===== config.mk =====
export PLATFORM = sky130hd
export DESIGN_NAME = gtc_timer
export DESIGN_NICKNAME = d
export VERILOG_FILES = /design/src/gtc_pkg.sv /design/src/gtc_edge.sv /design/src/gtc_timer.sv
export SDC_FILE = /design/constraint.sdc
export NUM_CORES = 1
export LEC_CHECK = 0
export BUFFER_PORTS_ARGS = -buffer_cell sky130_fd_sc_hd__buf_2
export CAP_MARGIN = 15
export CORE_MARGIN = 2
export CORE_UTILIZATION = 30
export CTS_CLUSTER_SIZE = 24
export DETAILED_ROUTE_END_ITERATION = 10
export GPL_ROUTABILITY_DRIVEN = 0
export GPL_TIMING_DRIVEN = 0
export PLACE_DENSITY_LB_ADDON = 0.08
export SLEW_MARGIN = 20
export SYNTH_ARGS = -nofsm -noshare
export SYNTH_HDL_FRONTEND = slang
export SYNTH_SLANG_ARGS = --single-unit

===== constraint.sdc =====
create_clock -name mclk -period 4 [get_ports mclk]
set_clock_uncertainty 0.1 [all_clocks]
set_input_delay 0.6 -clock mclk [delete_from_list [all_inputs] [get_ports mclk]]
set_output_delay 0.6 -clock mclk [all_outputs]
set_load 0.05 [all_outputs]

===== src/gtc_pkg.sv =====
package gtc_pkg;

  ////////////////////////////////////////////////////////////////////////////
  // Clock and derived rates
  localparam int MCLK_HZ  = 20_000_000;
  localparam int INSN_HZ  = MCLK_HZ / 4;
  localparam int INSN_DIV = MCLK_HZ / INSN_HZ;

  ////////////////////////////////////////////////////////////////////////////
  // Register byte offsets on the APB
  localparam logic [7:0] OFS_CTRL   = 8'h00;
  localparam logic [7:0] OFS_GATE   = 8'h04;
  localparam logic [7:0] OFS_CNT_LO = 8'h08;
  localparam logic [7:0] OFS_CNT_HI = 8'h0C;
  localparam logic [7:0] OFS_STATUS = 8'h10;

  ////////////////////////////////////////////////////////////////////////////
  // Field positions
  localparam int OVF_BIT = 0;

  ////////////////////////////////////////////////////////////////////////////
  // Reset values and counter maximum
  localparam logic [7:0]  CTRL_RST  = 8'h00;
  localparam logic [7:0]  GATE_RST  = 8'h00;
  localparam logic [15:0] COUNT_RST = 16'h0000;
  localparam logic [15:0] COUNT_MAX = 16'hFFFF;

  ////////////////////////////////////////////////////////////////////////////
  // Count clock sources
  typedef enum logic [1:0] {
    SRC_INSN = 2'h0,
    SRC_SYS  = 2'h1,
    SRC_EXT  = 2'h2,
    SRC_CAP  = 2'h3
  } gtc_src_t;

  // Timer control register, bit 7 down to bit 0
  typedef struct packed {
    gtc_src_t   clock_source_field;
    logic [1:0] prescale_field;
    logic       crystal_osc_enable;
    logic       sync_disable_bit;
    logic       rsvd;
    logic       timer_run_bit;
  } gtc_ctrl_t;

  // Gate control register, bit 7 down to bit 0
  typedef struct packed {
    logic       gate_enable_bit;
    logic       gate_polarity_bit;
    logic [5:0] rsvd;
  } gtc_gate_t;

endpackage


===== src/gtc_edge.sv =====
`timescale 1ns/100ps

module gtc_edge
  import gtc_pkg::*;
(
  // Clock and reset
  input  wire logic mclk,
  input  wire logic rst_b,
  // Signal in
  input  wire logic sig,
  input  wire logic bypass,
  // Edges out
  output logic      rise,
  output logic      fall
);

  logic sync1_q;
  logic sync2_q;
  logic direct_q;
  logic prev_q;
  logic sel;

  // Two stages on the synchronised path, one on the bypass path
  always_ff @(posedge mclk) begin
    if (!rst_b) begin
      sync1_q  <= 1'b0;
      sync2_q  <= 1'b0;
      direct_q <= 1'b0;
    end else begin
      sync1_q  <= sig;
      sync2_q  <= sync1_q;
      direct_q <= sig;
    end
  end

  // Switching paths shifts edge timing: one edge may be lost or doubled
  assign sel = bypass ? direct_q : sync2_q;

  always_ff @(posedge mclk) begin
    if (!rst_b) begin
      prev_q <= 1'b0;
    end else begin
      prev_q <= sel;
    end
  end

  assign rise = sel & ~prev_q;
  assign fall = ~sel & prev_q;

endmodule


===== src/gtc_timer.sv =====
// Local design decisions: the APB register port and the address map.
`timescale 1ns/100ps

// How it works
// - Run bit and gate enable control counting
// - Sixteen-bit counter, byte writes replace live bytes
// - Source field and oscillator enable pick clock
// - System clock source adds four per instruction
// - External sources count on rising edges
// - Falling edge must precede first counted rise
// - Prescaler divides by one, two, four, eight
// - Prescaler hidden, cleared by count byte writes
// - Crystal oscillator on by enable, also sleeping
// - Sync disable passes external clock unsynchronised
// - Async external mode counts and wakes in sleep
// - Sync mode switch may gain or lose one
// - Rollover to zero sets sticky overflow flag
// - Gated mode counts only while gate active
module gtc_timer
  import gtc_pkg::*;
(
  // Clock and reset
  input  wire logic        mclk,
  input  wire logic        rst_b,
  // APB slave
  input  wire logic        psel,
  input  wire logic        penable,
  input  wire logic        pwrite,
  input  wire logic [7:0]  paddr,
  input  wire logic [31:0] pwdata,
  output logic      [31:0] prdata,
  output logic             pready,
  output logic             pslverr,
  // Count and gate inputs
  input  wire logic        external_count_pin,
  input  wire logic        cap_osc_clk,
  input  wire logic        gate_pin,
  // Crystal oscillator
  input  wire logic        crystal_in_pin,
  output logic             crystal_out_pin,
  output logic             crystal_amp_en,
  // Power state and events
  input  wire logic        sleep_in,
  output logic             overflow_flag,
  output logic             wake_pulse
);

  ////////////////////////////////////////////////////////////////////////////
  // Declarations
  gtc_ctrl_t   ctrl_q;
  gtc_gate_t   gate_q;
  logic [15:0] count_q;
  logic [2:0]  psc_q;
  logic [1:0]  div_q;
  logic        armed_q;
  logic        ovf_q;
  logic        wake_q;
  logic        xout_q;
  logic [31:0] prdata_q;
  logic        setup;
  logic        access;
  logic        hit;
  logic        wr_ctrl;
  logic        wr_gate;
  logic        wr_lo;
  logic        wr_hi;
  logic        wr_stat;
  logic        cnt_wr;
  logic        ext_sig;
  logic        ext_rise;
  logic        ext_fall;
  logic        ext_src;
  logic        src_tick;
  logic        gate_ok;
  logic        awake_ok;
  logic        cnt_en;
  logic        tick_in;
  logic [2:0]  psc_mask;
  logic        psc_done;
  logic        inc;
  logic        roll;
  logic [31:0] rd_mux;

  ////////////////////////////////////////////////////////////////////////////
  // APB decode
  assign setup  = psel & ~penable;
  assign access = psel & penable;

  always_comb begin
    hit    = 1'b1;
    rd_mux = 32'h0000_0000;
    if (paddr == OFS_CTRL) begin
      rd_mux[7:0] = ctrl_q;
    end else if (paddr == OFS_GATE) begin
      rd_mux[7:0] = gate_q;
    end else if (paddr == OFS_CNT_LO) begin
      rd_mux[7:0] = count_q[7:0];
    end else if (paddr == OFS_CNT_HI) begin
      rd_mux[7:0] = count_q[15:8];
    end else if (paddr == OFS_STATUS) begin
      rd_mux[OVF_BIT] = ovf_q;
    end else begin
      hit = 1'b0;
    end
  end

  // Zero wait states; read data is captured in the setup cycle
  assign pready  = 1'b1;
  assign pslverr = access & ~hit;
  assign prdata  = prdata_q;

  assign wr_ctrl = access & pwrite & (paddr == OFS_CTRL);
  assign wr_gate = access & pwrite & (paddr == OFS_GATE);
  assign wr_lo   = access & pwrite & (paddr == OFS_CNT_LO);
  assign wr_hi   = access & pwrite & (paddr == OFS_CNT_HI);
  assign wr_stat = access & pwrite & (paddr == OFS_STATUS);
  assign cnt_wr  = wr_lo | wr_hi;

  always_ff @(posedge mclk) begin
    if (!rst_b) begin
      prdata_q <= 32'h0000_0000;
    end else if (setup && !pwrite) begin
      prdata_q <= rd_mux;
    end
  end

  ////////////////////////////////////////////////////////////////////////////
  // Control registers
  always_ff @(posedge mclk) begin
    if (!rst_b) begin
      ctrl_q <= gtc_ctrl_t'(CTRL_RST);
    end else if (wr_ctrl) begin
      ctrl_q      <= gtc_ctrl_t'(pwdata[7:0]);
      ctrl_q.rsvd <= 1'b0;
    end
  end

  always_ff @(posedge mclk) begin
    if (!rst_b) begin
      gate_q <= gtc_gate_t'(GATE_RST);
    end else if (wr_gate) begin
      gate_q      <= gtc_gate_t'(pwdata[7:0]);
      gate_q.rsvd <= 6'h00;
    end
  end

  ////////////////////////////////////////////////////////////////////////////
  // Crystal oscillator: held by its enable bit, unaffected by sleep
  assign crystal_amp_en  = ctrl_q.crystal_osc_enable;
  assign crystal_out_pin = xout_q;

  always_ff @(posedge mclk) begin
    if (!rst_b) begin
      xout_q <= 1'b0;
    end else begin
      xout_q <= ctrl_q.crystal_osc_enable & ~crystal_in_pin;
    end
  end

  ////////////////////////////////////////////////////////////////////////////
  // Clock source selection and edge detection
  assign ext_src = (ctrl_q.clock_source_field == SRC_EXT) ||
                   (ctrl_q.clock_source_field == SRC_CAP);

  always_comb begin
    if (ctrl_q.clock_source_field == SRC_CAP) begin
      ext_sig = cap_osc_clk;
    end else if (ctrl_q.crystal_osc_enable) begin
      ext_sig = crystal_in_pin;
    end else begin
      ext_sig = external_count_pin;
    end
  end

  gtc_edge u_edge (
    .mclk   (mclk),
    .rst_b  (rst_b),
    .sig    (ext_sig),
    .bypass (ctrl_q.sync_disable_bit),
    .rise   (ext_rise),
    .fall   (ext_fall)
  );

  // Instruction clock is a quarter of the system clock
  always_ff @(posedge mclk) begin
    if (!rst_b) begin
      div_q <= 2'h0;
    end else begin
      div_q <= div_q + 2'h1;
    end
  end

  // A high input at enable must drop before its rise may count
  always_ff @(posedge mclk) begin
    if (!rst_b) begin
      armed_q <= 1'b0;
    end else if (!ctrl_q.timer_run_bit || cnt_wr) begin
      armed_q <= 1'b0;
    end else if (ext_fall) begin
      armed_q <= 1'b1;
    end
  end

  always_comb begin
    case (ctrl_q.clock_source_field)
      SRC_SYS:  src_tick = 1'b1;
      SRC_INSN: src_tick = (div_q == 2'(INSN_DIV - 1));
      default:  src_tick = ext_rise & armed_q;
    endcase
  end

  ////////////////////////////////////////////////////////////////////////////
  // Count enable
  // Gate level is matched to the polarity bit; no resync here, so the
  // gate pin must already be clean with respect to mclk
  assign gate_ok  = ~gate_q.gate_enable_bit |
                    (gate_pin == gate_q.gate_polarity_bit);
  assign awake_ok = ~sleep_in |
                    (ctrl_q.sync_disable_bit & ext_src);
  assign cnt_en   = ctrl_q.timer_run_bit & gate_ok & awake_ok;
  assign tick_in  = cnt_en & src_tick;

  ////////////////////////////////////////////////////////////////////////////
  // Prescaler
  always_comb begin
    case (ctrl_q.prescale_field)
      2'h0:    psc_mask = 3'h0;
      2'h1:    psc_mask = 3'h1;
      2'h2:    psc_mask = 3'h3;
      default: psc_mask = 3'h7;
    endcase
  end

  assign psc_done = ((psc_q & psc_mask) == psc_mask);
  assign inc      = tick_in & psc_done;
  assign roll     = inc & (count_q == COUNT_MAX);

  always_ff @(posedge mclk) begin
    if (!rst_b) begin
      psc_q <= 3'h0;
    end else if (cnt_wr) begin
      psc_q <= 3'h0;
    end else if (tick_in) begin
      psc_q <= psc_done ? 3'h0 : psc_q + 3'h1;
    end
  end

  ////////////////////////////////////////////////////////////////////////////
  // Counter; a byte write wins over an increment in the same cycle
  always_ff @(posedge mclk) begin
    if (!rst_b) begin
      count_q <= COUNT_RST;
    end else if (wr_lo) begin
      count_q[7:0] <= pwdata[7:0];
    end else if (wr_hi) begin
      count_q[15:8] <= pwdata[7:0];
    end else if (inc) begin
      count_q <= count_q + 16'h0001;
    end
  end

  ////////////////////////////////////////////////////////////////////////////
  // Overflow flag and wake strobe; a rollover beats a clear
  always_ff @(posedge mclk) begin
    if (!rst_b) begin
      ovf_q <= 1'b0;
    end else if (roll) begin
      ovf_q <= 1'b1;
    end else if (wr_stat && pwdata[OVF_BIT]) begin
      ovf_q <= 1'b0;
    end
  end

  always_ff @(posedge mclk) begin
    if (!rst_b) begin
      wake_q <= 1'b0;
    end else begin
      wake_q <= roll & sleep_in;
    end
  end

  assign overflow_flag = ovf_q;
  assign wake_pulse    = wake_q;

  ////////////////////////////////////////////////////////////////////////////
  // Assertions
  run_off_hold_a: assert property (@(posedge mclk)
    disable iff (!rst_b)
    !ctrl_q.timer_run_bit && !cnt_wr |=> count_q == $past(count_q))
    else $error("count moved while stopped");

  low_write_a: assert property (@(posedge mclk)
    disable iff (!rst_b) wr_lo |=> count_q[7:0] == $past(pwdata[7:0]))
    else $error("low byte write not applied");

  sys_rate_a: assert property (@(posedge mclk)
    disable iff (!rst_b)
    ctrl_q.timer_run_bit && !gate_q.gate_enable_bit && !sleep_in &&
    ctrl_q.clock_source_field == SRC_SYS && ctrl_q.prescale_field == 2'h0
    && !cnt_wr |=> count_q == $past(count_q) + 16'h0001)
    else $error("system clock source did not count every cycle");

  insn_rate_a: assert property (@(posedge mclk)
    disable iff (!rst_b)
    (ctrl_q.timer_run_bit && !gate_q.gate_enable_bit && !sleep_in &&
    ctrl_q.clock_source_field == SRC_INSN &&
    ctrl_q.prescale_field == 2'h0 && !cnt_wr)[*4]
    |=> count_q == $past(count_q, 4) + 16'h0001)
    else $error("instruction clock source rate wrong");

  arm_needed_a: assert property (@(posedge mclk)
    disable iff (!rst_b)
    ext_src && !armed_q && !cnt_wr |=> count_q == $past(count_q))
    else $error("count before falling edge seen");

  async_count_a: assert property (@(posedge mclk)
    disable iff (!rst_b)
    ctrl_q.timer_run_bit && !gate_q.gate_enable_bit && ext_src &&
    ctrl_q.sync_disable_bit && ctrl_q.prescale_field == 2'h0 &&
    armed_q && ext_rise && !cnt_wr
    |=> count_q == $past(count_q) + 16'h0001)
    else $error("asynchronous external rise not counted");

  prescale_a: assert property (@(posedge mclk)
    disable iff (!rst_b)
    ctrl_q.prescale_field == 2'h2 && psc_q[1:0] != 2'h3 && !cnt_wr
    |=> count_q == $past(count_q))
    else $error("divide by four counted early");

  psc_clear_a: assert property (@(posedge mclk)
    disable iff (!rst_b) cnt_wr |=> psc_q == 3'h0)
    else $error("prescaler not cleared by count write");

  ovf_set_a: assert property (@(posedge mclk)
    disable iff (!rst_b)
    inc && !cnt_wr && count_q == COUNT_MAX
    |=> ovf_q && count_q == COUNT_RST)
    else $error("rollover did not set overflow");

  ovf_sticky_a: assert property (@(posedge mclk)
    disable iff (!rst_b) ovf_q && !(wr_stat && pwdata[OVF_BIT]) |=> ovf_q)
    else $error("overflow flag dropped without a clear");

  gate_hold_a: assert property (@(posedge mclk)
    disable iff (!rst_b)
    gate_q.gate_enable_bit && gate_pin != gate_q.gate_polarity_bit &&
    !cnt_wr |=> count_q == $past(count_q))
    else $error("count moved with gate inactive");

  sleep_hold_a: assert property (@(posedge mclk)
    disable iff (!rst_b)
    sleep_in && !ctrl_q.sync_disable_bit && !cnt_wr
    |=> count_q == $past(count_q))
    else $error("synchronous mode counted in sleep");

  wake_sleep_a: assert property (@(posedge mclk)
    disable iff (!rst_b) roll && sleep_in |=> wake_pulse)
    else $error("rollover in sleep gave no wake pulse");

endmodule


Word level (Yosys, flattened, before mapping)
Index checks and enable logic that the tools add are counted.
- add/subtract/negate cells: 3
- equality and inequality tests: 14
- multiplexer cells: 23
- bitwise operators: 33
- reductions and logical operators: 16
- operator list (kind ; count):
    $mux 8 ; 6
    $and 1x1->1 ; 20
    $add 16x1->16 const B ; 1
    $eq 16x16->1 const B ; 1
    $eq 8x4->1 const B ; 2
    $mux 16 ; 1
    $mux 1 ; 12
    $not 1->1 ; 9
    $pmux 3 s3 ; 1
    $eq 2x2->1 const B ; 4
    $eq 8x3->1 const B ; 1
    $eq 8x5->1 const B ; 1
    $logic_not 8->1 ; 1
    $mux 7 ; 1
    $reduce_bool 2->1 ; 3
    $eq 2x1->1 const B ; 2
    $logic_not 2->1 ; 2
    $reduce_and 2->1 ; 2
    $reduce_or 2->1 ; 2
    $add 3x1->3 const B ; 1
    $and 3x3->3 ; 1
    $eq 3x3->1 ; 1
    $mux 3 ; 1
    $or 1x1->1 ; 3
    other kinds (7) ; 10
- register bits: 45
- input port bits: 50

Longest topological paths before layout
Gate-level depths: netlist of run 1.
- word-level depth: 10
- depth in mapped cells: 8
- depth with buffers taken out: 7

Cells and area by module
A second synthesis of run 1 with hierarchy kept.
- cells, all modules: 312
- area total of the unflattened synthesis: 2582.5 µm²
- modules (own cells, without submodules) (module ; instances ; cells an instance ; area each (µm²) ; seq. area each (µm²)):
    gtc_timer ; 1 ; 303 ; 2483.6 ; 840.8
    gtc_edge ; 1 ; 9 ; 98.8 ; 60.1

Worst setup path after synthesis of run 1
OpenSTA, ideal clock, no wires.
- path type: input to output
- start point: input port paddr[3]
- end point: output port pslverr
- arrival time: 2.207 ns
- data required time: 3.300 ns
- path slack: 1.093 ns
- stages: 4
- buffers on the path: 1
- cells stage by stage: clkbuf_1 nor4_1 and3_1 nor3_1
- longest elaborated chain between the ends: 8
- elaborated cells on any way between the ends: 12
- RTL lines (item ; line ; RTL):
    start: declaration ; gtc_timer.sv:29 ; input wire logic [7:0] paddr,
    $eq 8x5->1 ; gtc_timer.sv:100 ; end else if (paddr == OFS_STATUS) begin
    $mux 1 ; gtc_timer.sv:100 ;
    $mux 1 ; gtc_timer.sv:98 ; end else if (paddr == OFS_CNT_HI) begin
    $mux 1 ; gtc_timer.sv:96 ; end else if (paddr == OFS_CNT_LO) begin
    $mux 1 ; gtc_timer.sv:94 ; end else if (paddr == OFS_GATE) begin
    $mux 1 (*) ; gtc_timer.sv:92 ; if (paddr == OFS_CTRL) begin
    $not 1->1 (*) ; gtc_timer.sv:109 ; assign pslverr = access & ~hit;
    $and 1x1->1 (*) ; gtc_timer.sv:109 ;
    end: declaration ; gtc_timer.sv:33 ; output logic pslverr,
Mark *: on every way between the ends. The rest lies on a longest branch, timed or not.

Final worst setup path of run 1
- start point: input port paddr[4]
- end point: output port pslverr
Same word-level chain as after synthesis.

==> metrics.txt, run 1 <==
RSZ-0062 raised after global routing=false; synth warn=0; PD cells=305 nW/um^2; initial antenna violation count=0; Avg Inst Size Synth=~8.3 um^2; IO buf count=37; Post-synth EDFFs=0; TritonCTS clock tree=built; Initial Util=0.312; Worst Hold End=div_q[0]; critical path class=in -> out; maximum resistive drop on vdd=0.126 mV; die width=96.7 um; Design Area, Final=roughly 3100 um^2; Main synth FF type=dfxtp_1; fraction of layout cells with a size suffix above 1=0.236; Final min period=2.53 ns; Crit path required time=3.30 ns; DR WL/cell=between 15 and 20 um; Area Overhead vs Synth=19.7%; final setup fails=0; reg2reg path depth=6; share of flip-flops with an asynchronous set or reset=0; placed standard-cell area=2980 um^2; period utilization=0.632; worst r2r src=psc_q[0]; Min-Delay Path Depth=1; DRT iter0 DRCs=slightly above 200; Synth Register Bits=45; setup bufs post-CTS=0; GRT Total Usage=0.156; CORE AREA=8260 um^2; die area=about 9400 um^2; DR vias=2448; CP Max Fanout=6; status=finished clean; HP Start=div_q[0]; Detailed Route WL=7.38 mm; startpoint types=primary input; CTS max path bufs=2; largest net degree at the start of global routing=14; mapped cell area=2580 um^2; DRT Pass-1 Iters=6; Leak Pwr=between 1 and 1.5 nW; cell count after synthesis=310; IO Pins=88; pre-CTS WS=1.48 ns; Final Util=0.374; final setup TNS=0 ns; Die Ht=96.7 um; # resized after CTS=0; row cnt=33; Via density=5.08; Nets=430; Routed Antenna Nets=0; DRC Markers=0; Hold Vio Cnt, Final=0; Netlist cell types=52; final worst setup slack=about 1.5 ns; Worst Hold Class=reg -> reg; max-cap viol count=0; maximum clock frequency=0.395 GHz; Clock Sinks=45; vias in the first global route=between 2000 and 2500; Num CTS Buffers=5; r2r setup slk=around 2.0 ns; r2r endpoint=count_q[6]; cts hold-fix bufs=0; Slew Viols, Final=0; n_diodes=0; GR Overflow Total=0; Relative slew margins=0.458; Worst-Margin Slew=0.811 ns; clock latency on the worst-skew pair=approximately 0.3 ns; Clock Tree Root=clkbuf_8; HPWL after detailed placement=5.69 mm; Seq/Total Area, Yosys=0.349; CP arrival=1.83 ns; clock transition at the registers of the reported paths=0.08 ns; first-pass GRT wire length=11.6 mm; CTS H-tree depth=2; CP Capture Type=output port
## cell type report
type,instances,area [um^2]
clock inverters,2,35.0
plain buffers,40,255
flip-flops and latches,45,901
well taps,105,131
repair buffers,37,185
fillers,888,5170
multi-input cells,245,1500
clock buffers,5,68.8
inverters,3,11.3
## worst max path at each step
stage	cells past startpoint	slack (ns)	end	startpoint
CTS	5	1.48	pslverr	paddr[4]
global placement	5	1.48	pslverr	paddr[4]
global route	5	1.43	pslverr	paddr[4]
floorplan	4	1.09	pslverr	paddr[3]
finish	5	1.47	pslverr	paddr[4]
detailed placement	5	1.48	pslverr	paddr[4]
## synthesized netlist by cell type, drive strengths merged, types with 5 or more instances
cell type	number	share of area
a211oi	5	0.015
clkbuf	11	0.016
buf	29	0.083
a21oi	33	0.064
nand4	13	0.037
nor3	13	0.037
xnor2	5	0.017
nor2	21	0.033
and3	6	0.015
nand2	22	0.032
and2	6	0.015
xor2	5	0.017
dfxtp	45	0.35
o21ai	22	0.044
nand3	15	0.029
mux2i	8	0.031
## layer usage
metal	global-route usage	part of all wire	wire (um)	up-vias
li1	-	-	-	1219
met1	0.214	0.47	3480	1143
met2	0.253	0.46	3390	82
met3	0.0303	0.062	455	4
met4	0.0390	0.0072	53	0
met5	0	0	0	-
## worst max-delay path: stages
cell and delay, ns:
buf_2 0.12, or4_4 0.56, nor2_2 0.25, nor3_1 0.07
buf_2 0.22
## power by group
group          switching (mW)  total, mW  internal, mW
combinational           0.105      0.145        0.0396
clock                   0.157      0.338         0.182
sequential            0.00267      0.457         0.454
total                   0.265      0.940         0.675
## placed cells by master, fill, tap and decap left out, types with 2 or more instances in the layout
cell type  instances
nor2_2             2
nand4_1           12
buf_4             25
nor2b_1            2
dfxtp_1           45
nand3_1           15
o31ai_1            4
a222oi_1           4
o21ai_0           20
nand2b_1           4
xnor2_1            5
xor2_1             5
nor3_1             8
nor3_2             4
a21oi_1           33
nand2_1           22
ha_1               3
a211oi_1           5
nor3b_1            3
mux2i_1            8
clkbuf_1          11
conb_1            25
and3_1             6
nor4_1             2
and4_1             4
nor2_1            19
clkbuf_8           5
nand4b_1           2
a22oi_1            3
buf_2             40
and2_1             6
inv_1              2
## cell families (layout without fill, tap and decap cells)
group,after synthesis,after routing,synth area share
xor+xnor,10,10,0.0340
compound gates,80,80,0.192
mux,9,9,0.0354
other cells,2,25,0.00291
fa+ha+maj,3,3,0.0146
buf+inv,43,87,0.103
flops,45,45,0.349
simple gates,118,118,0.269
## metrics by stage
step | instances | hold WS, ns | total power [mW]
after floorplan | 333 | 0.299 | 0.578
final | 482 | 0.335 | 0.940
after detailed placement | 475 | 0.320 | 0.612
after global placement | 475 | 0.314 | 0.612
after CTS | 482 | 0.333 | 0.952
after global routing | 482 | 0.363 | 0.981
## state kept, by name, indices dropped and copies added (netlist names)
name / flops
u_edge.sync2_q: 1
div_q: 2
ctrl_q: 6
u_edge.sync1_q: 1
overflow_flag: 1
gate_q: 2
count_q: 16
crystal_amp_en: 1
armed_q: 1
wake_pulse: 1
u_edge.prev_q: 1
prdata: 8
crystal_out_pin: 1
psc_q: 3
Note: power is estimated with default switching activity, not from simulation.
==> run 2, diff against run 1 <==
--- a/config.mk
+++ b/config.mk
@@ -5,6 +5,7 @@
 export SDC_FILE = /design/constraint.sdc
 export NUM_CORES = 1
 export LEC_CHECK = 0
+export ABC_AREA = 1
 export BUFFER_PORTS_ARGS = -buffer_cell sky130_fd_sc_hd__buf_2
 export CAP_MARGIN = 15
 export CORE_MARGIN = 2
==> constraint.sdc (replaced) <==
create_clock -name mclk -period 2.5 [get_ports mclk]
set_clock_uncertainty 0.1 [all_clocks]
set_input_delay 0.375 -clock mclk [delete_from_list [all_inputs] [get_ports mclk]]
set_output_delay 0.375 -clock mclk [all_outputs]
set_load 0.05 [all_outputs]
==> metrics.txt, run 2 <==
max FFs per register=16; Crit path required time=2.03 ns; worst-case hold slack=0.132 ns; Slew Viols, Final=0; CP Max Fanout=4; # resized after CTS=0; Worst-Margin Slew=0.809 ns; n_diodes=0; cell count after synthesis=441; CP arrival=between 1 and 1.5 ns; vias in the first global route=2653; Initial Util=0.311; Netlist cell types=37; clock transition at the registers of the reported paths=0.10 ns; Detailed Route WL=between 8 and 9 mm; pre-CTS WS=0.570 ns; most frequent cell after synthesis=nand2_1; Detail Route met3 WL=506 um; share of flip-flops with an asynchronous set or reset=0; Largest Register=count_q; Avg Inst Size Synth=6.59 um^2; DR WL/cell=between 10 and 15 um; fraction of layout cells with a size suffix above 1=0.206; critical path class=in -> out; Seq/Total Area, Yosys=0.310; DRT iter0 DRCs=117; DRC Markers=0; die area=10500 um^2; met2 routed wirelength=between 3 and 4 mm; setup bufs post-CTS=0; cell-by-cell trace of the critical path=buf_2, nor2_4, nand3_1, nor3_1, nor3_1, buf_2; uppermost routed layer=met4; row cnt=35; Synth Register Bits=45; most frequent cells in the layout=nand2_1, nor2_1, inv_1; CTS max path bufs=2; Via density=4.48; final setup fails=0; Worst Hold Class=in -> reg; PD cells=approximately 420 nW/um^2; Hold Vio Cnt, Final=0; final worst setup slack=0.619 ns; DRT Pass-1 Iters=4; Area Overhead vs Synth=18.1%; Relative slew margins=0.461; Leak Pwr=1.61 nW; critical path's slowest cell=nor3_1; Final min period=between 1.5 and 2 ns; status=finished clean; Routed Antenna Nets=0; TritonCTS clock tree=built; Top delay family on crit path=simple AND/OR/NAND/NOR gates; CORE AREA=9330 um^2; GR Overflow Total=0; Nets=562; CP Capture Type=output port; Synth area leaders=dfxtp_1, nand2_1, buf_4; Design Power=1.45 mW; CTS H-tree depth=2; max-cap viol count=0; r2r setup slk=0.66 ns; WP buf/inv=2; GRT Total Usage=0.175; Post-synth EDFFs=0; initial antenna violation count=0; DR vias=between 2000 and 3000; Layout fillers=1031; cts hold-fix bufs=0; Clock Sinks=45; die width=102 um; Synth top cells by count=nand2_1, nor2_1, inv_1; HPWL after detailed placement=6.83 mm; IO Pins=88; largest net degree at the start of global routing=15; final setup TNS=0 ns; clock latency on the worst-skew pair=0.31 ns; maximum resistive drop on vdd=0.189 mV; IO buf count=38; RSZ-0062 raised after global routing=false; cell accounting for the most synthesized area=dfxtp_1; period utilization=0.752; Die Ht=102 um; Metal-1 WL=4.21 mm; first-pass GRT wire length=13.9 mm; startpoint types=primary input; Yosys top cell area share=0.310; CP max stage delay=0.31 ns; Clock Tree Root=clkbuf_8; maximum clock frequency=between 0.5 and 0.6 GHz; Final Util=0.368; most common library cell in the layout ignoring fill and taps=nand2_1; mapped cell area=between 2000 and 3000 um^2; synth warn=0; Num CTS Buffers=5; Main synth FF type=dfxtp_1
## run 2: worst paths after layout
kind,from,cells past startpoint,end
min reg2reg,div_q[0],1,div_q[0]
max,paddr[1],6,pslverr
max reg2reg,count_q[1],9,wake_pulse
min,crystal_in_pin,2,crystal_out_pin
## run 2: kinds of logic after synthesis
family                     synth area share
AOI/OAI and AO/OA                     0.126
adders and majority gates            0.0129
xor gates and xnor gates            0.00905
DFF                                   0.310
other                               0.00258
and+or+nand+nor                       0.387
buffers and inverters                 0.152
## run 2: metrics by stage
step | std cells | instance area [um^2]
floorplan | 464 | 2990
global placement | 631 | 3340
detailed placement | 631 | 3340
CTS | 639 | 3430
global route | 639 | 3430
finish | 639 | 3430
## run 2: where the power goes
group,leakage [nW],switching (mW),internal (mW),total [mW]
combinational,1.21,0.178,0.0632,0.242
sequential,0.364,0.00505,0.726,0.731
clock,0.0374,0.279,0.198,0.476
## run 2: layer usage
metal	vias to the layer above	track usage
li1	1506	-
met1	1274	0.243
met2	79	0.290
met3	6	0.0267
met4	0	0.0349
met5	-	0
## run 2: layout make-up
| type | count | area, um^2 | area share |
|---|---|---|---|
| inverters | 53 | 199 | 0.0580 |
| multi-input cells | 332 | 1650 | 0.480 |
| plain buffers | 34 | 244 | 0.0711 |
| well taps | 129 | 161 | 0.0470 |
| clock inverters | 2 | 15.0 | 0.00438 |
| flip-flops and latches | 45 | 901 | 0.263 |
| repair buffers | 38 | 190 | 0.0554 |
| clock buffers | 6 | 72.6 | 0.0212 |
## run 2: worst register-to-register path, cell delays in order, from the launching register on
cell     delay [ns]
dfxtp_1        0.41
ha_1           0.19
nand2_1        0.08
nor2_1         0.10
nand2_1        0.07
nor2_1         0.26
nand3_1        0.17
nor3_1         0.20
nand3_1        0.11
nor2_1         0.09
==> run 3, diff against run 2 <==
==> constraint.sdc (replaced) <==
create_clock -name mclk -period 1.7 [get_ports mclk]
set_clock_uncertainty 0.1 [all_clocks]
set_input_delay 0.255 -clock mclk [delete_from_list [all_inputs] [get_ports mclk]]
set_output_delay 0.255 -clock mclk [all_outputs]
set_load 0.05 [all_outputs]
==> metrics.txt, run 3 (synthesized netlist as in run 2, its figures left out) <==
IO buf count=38; sw frac=0.325; GR Overflow Total=0; most frequent cells in the layout=nand2_1, inv_1, buf_2; final worst setup slack=0.0574 ns; Detailed Route WL=8.94 mm; Worst Hold Class=in -> reg; CTS H-tree depth=2; PD cells=a little under 600 nW/um^2; maximum resistive drop on vdd=0.334 mV; sequential share of power=0.496; Via density=between 4 and 5; period utilization=0.966; status=finished clean; fraction of layout cells with a size suffix above 1=0.299; Design Area, Final=3670 um^2; Largest Register=count_q; Layout fillers=around 1100; maximum clock frequency=0.609 GHz; max-cap viol count=0; Die Ht=102 um; critical path class=reg -> reg; Leak Pwr=1.69 nW; Clock Tree Root=clkbuf_8; Slew Viols, Final=0; DRT Pass-1 Iters=4; Nets=574; DR WL/cell=13.7 um; worst-case hold slack=0.103 ns; initial antenna violation count=0; startpoint types=flop; Area Overhead vs Synth=26.2%; n_diodes=0; Final Util=0.393; Num CTS Buffers=5; placed standard-cell area=3350 um^2; Relative slew margins=0.501; first-pass GRT wire length=roughly 14 mm; GRT Total Usage=0.179; die width=102 um; Sw Pwr=0.706 mW; DR vias=2950; die area=10500 um^2; HPWL after detailed placement=around 7 mm; largest net degree at the start of global routing=17; DRT iter0 DRCs=131; Final min period=1.64 ns; Worst-Margin Slew=0.748 ns; Routed Antenna Nets=0; Gate power share=0.168; CP arrival=~1.8 ns; row cnt=35; Clock power frac=0.337; Hold Vio Cnt, Final=0; RSZ-0062 raised after global routing=true; Clock Sinks=45; CP Max Fanout=4; DRC Markers=0; CORE AREA=slightly above 9000 um^2; most common library cell in the layout ignoring fill and taps=nand2_1; CTS max path bufs=2; vias in the first global route=2736; pre-CTS WS=-0.119 ns; final setup fails=0; max FFs per register=16; Crit path required time=1.81 ns; IO Pins=88; clock transition at the registers of the reported paths=0.10 ns; Internal=between 1 and 1.5 mW; TritonCTS clock tree=built; Initial Util=0.311; CP Capture Type=flop; clock latency on the worst-skew pair=0.31 ns
==> run 3: per-layer routing <==
layer,wire (um),share of wire,GRT usage
met5,0,0,0
met1,4260,0.48,0.251
met2,4070,0.45,0.295
met4,53,0.0059,0.0308
met3,566,0.063,0.0274
==> run 3: final timing paths <==
check | end | slack (ns) | depth (start not counted) | start
max | count_q[12] | 0.06 | 12 | count_q[1]
max reg2reg | count_q[12] | 0.06 | 12 | count_q[1]
min | wake_pulse | 0.10 | 3 | sleep_in
min reg2reg | u_edge.sync2_q | 0.35 | 2 | u_edge.sync1_q
==> run 3: final cells by class <==
type,instances,area (um^2),share of cell area
Multi-Input combinational cell,333,1770,0.483
Sequential cell,45,917,0.250
Timing Repair Buffer,49,279,0.0761
Buffer,34,244,0.0665
Inverter,53,199,0.0542
Tap cell,129,161,0.0440
Clock buffer,5,68.8,0.0188
Clock inverter,3,25.0,0.00682
==> run 3: worst max-delay path: stages (launching register included) <==
cell     delay (ns)
dfxtp_4        0.37
ha_2           0.18
nand2_2        0.07
nor2_2         0.11
nand2_2        0.08
inv_2          0.09
nand2_2        0.06
nor2_2         0.16
nand2_1        0.07
nand3_1        0.08
nand2_1        0.05
nor2_1         0.08
nor2_1         0.05
==> run 3: per-stage QoR <==
step | total power, mW | cells | TNS, ns
6_report | 2.17 | 651 | 0
3_5_place_dp | 1.46 | 631 | -1.30
5_1_grt | 2.28 | 651 | -0.0763
2_1_floorplan | 1.37 | 464 | 0
3_3_place_gp | 1.46 | 631 | -1.73
4_1_cts | 2.20 | 645 | 0
==> run 3: power by group through the flow <==
stage	logic, mW	registers, mW	clock network, mW
final	0.365	1.08	0.731
after global routing	0.395	1.08	0.802
after CTS	0.358	1.08	0.765
after detailed placement	0.356	1.10	0
after global placement	0.355	1.10	0
after floorplan	0.247	1.12	0
==> run 3: what timing repair did <==
item	CTS	global route
buffers inserted	4	5
pin swaps	3	12
gates resized for setup	10	38
endpoints found under the setup margin	10	22
endpoints found under the hold margin	1	0
gates cloned	1	1
hold buffers	1	0
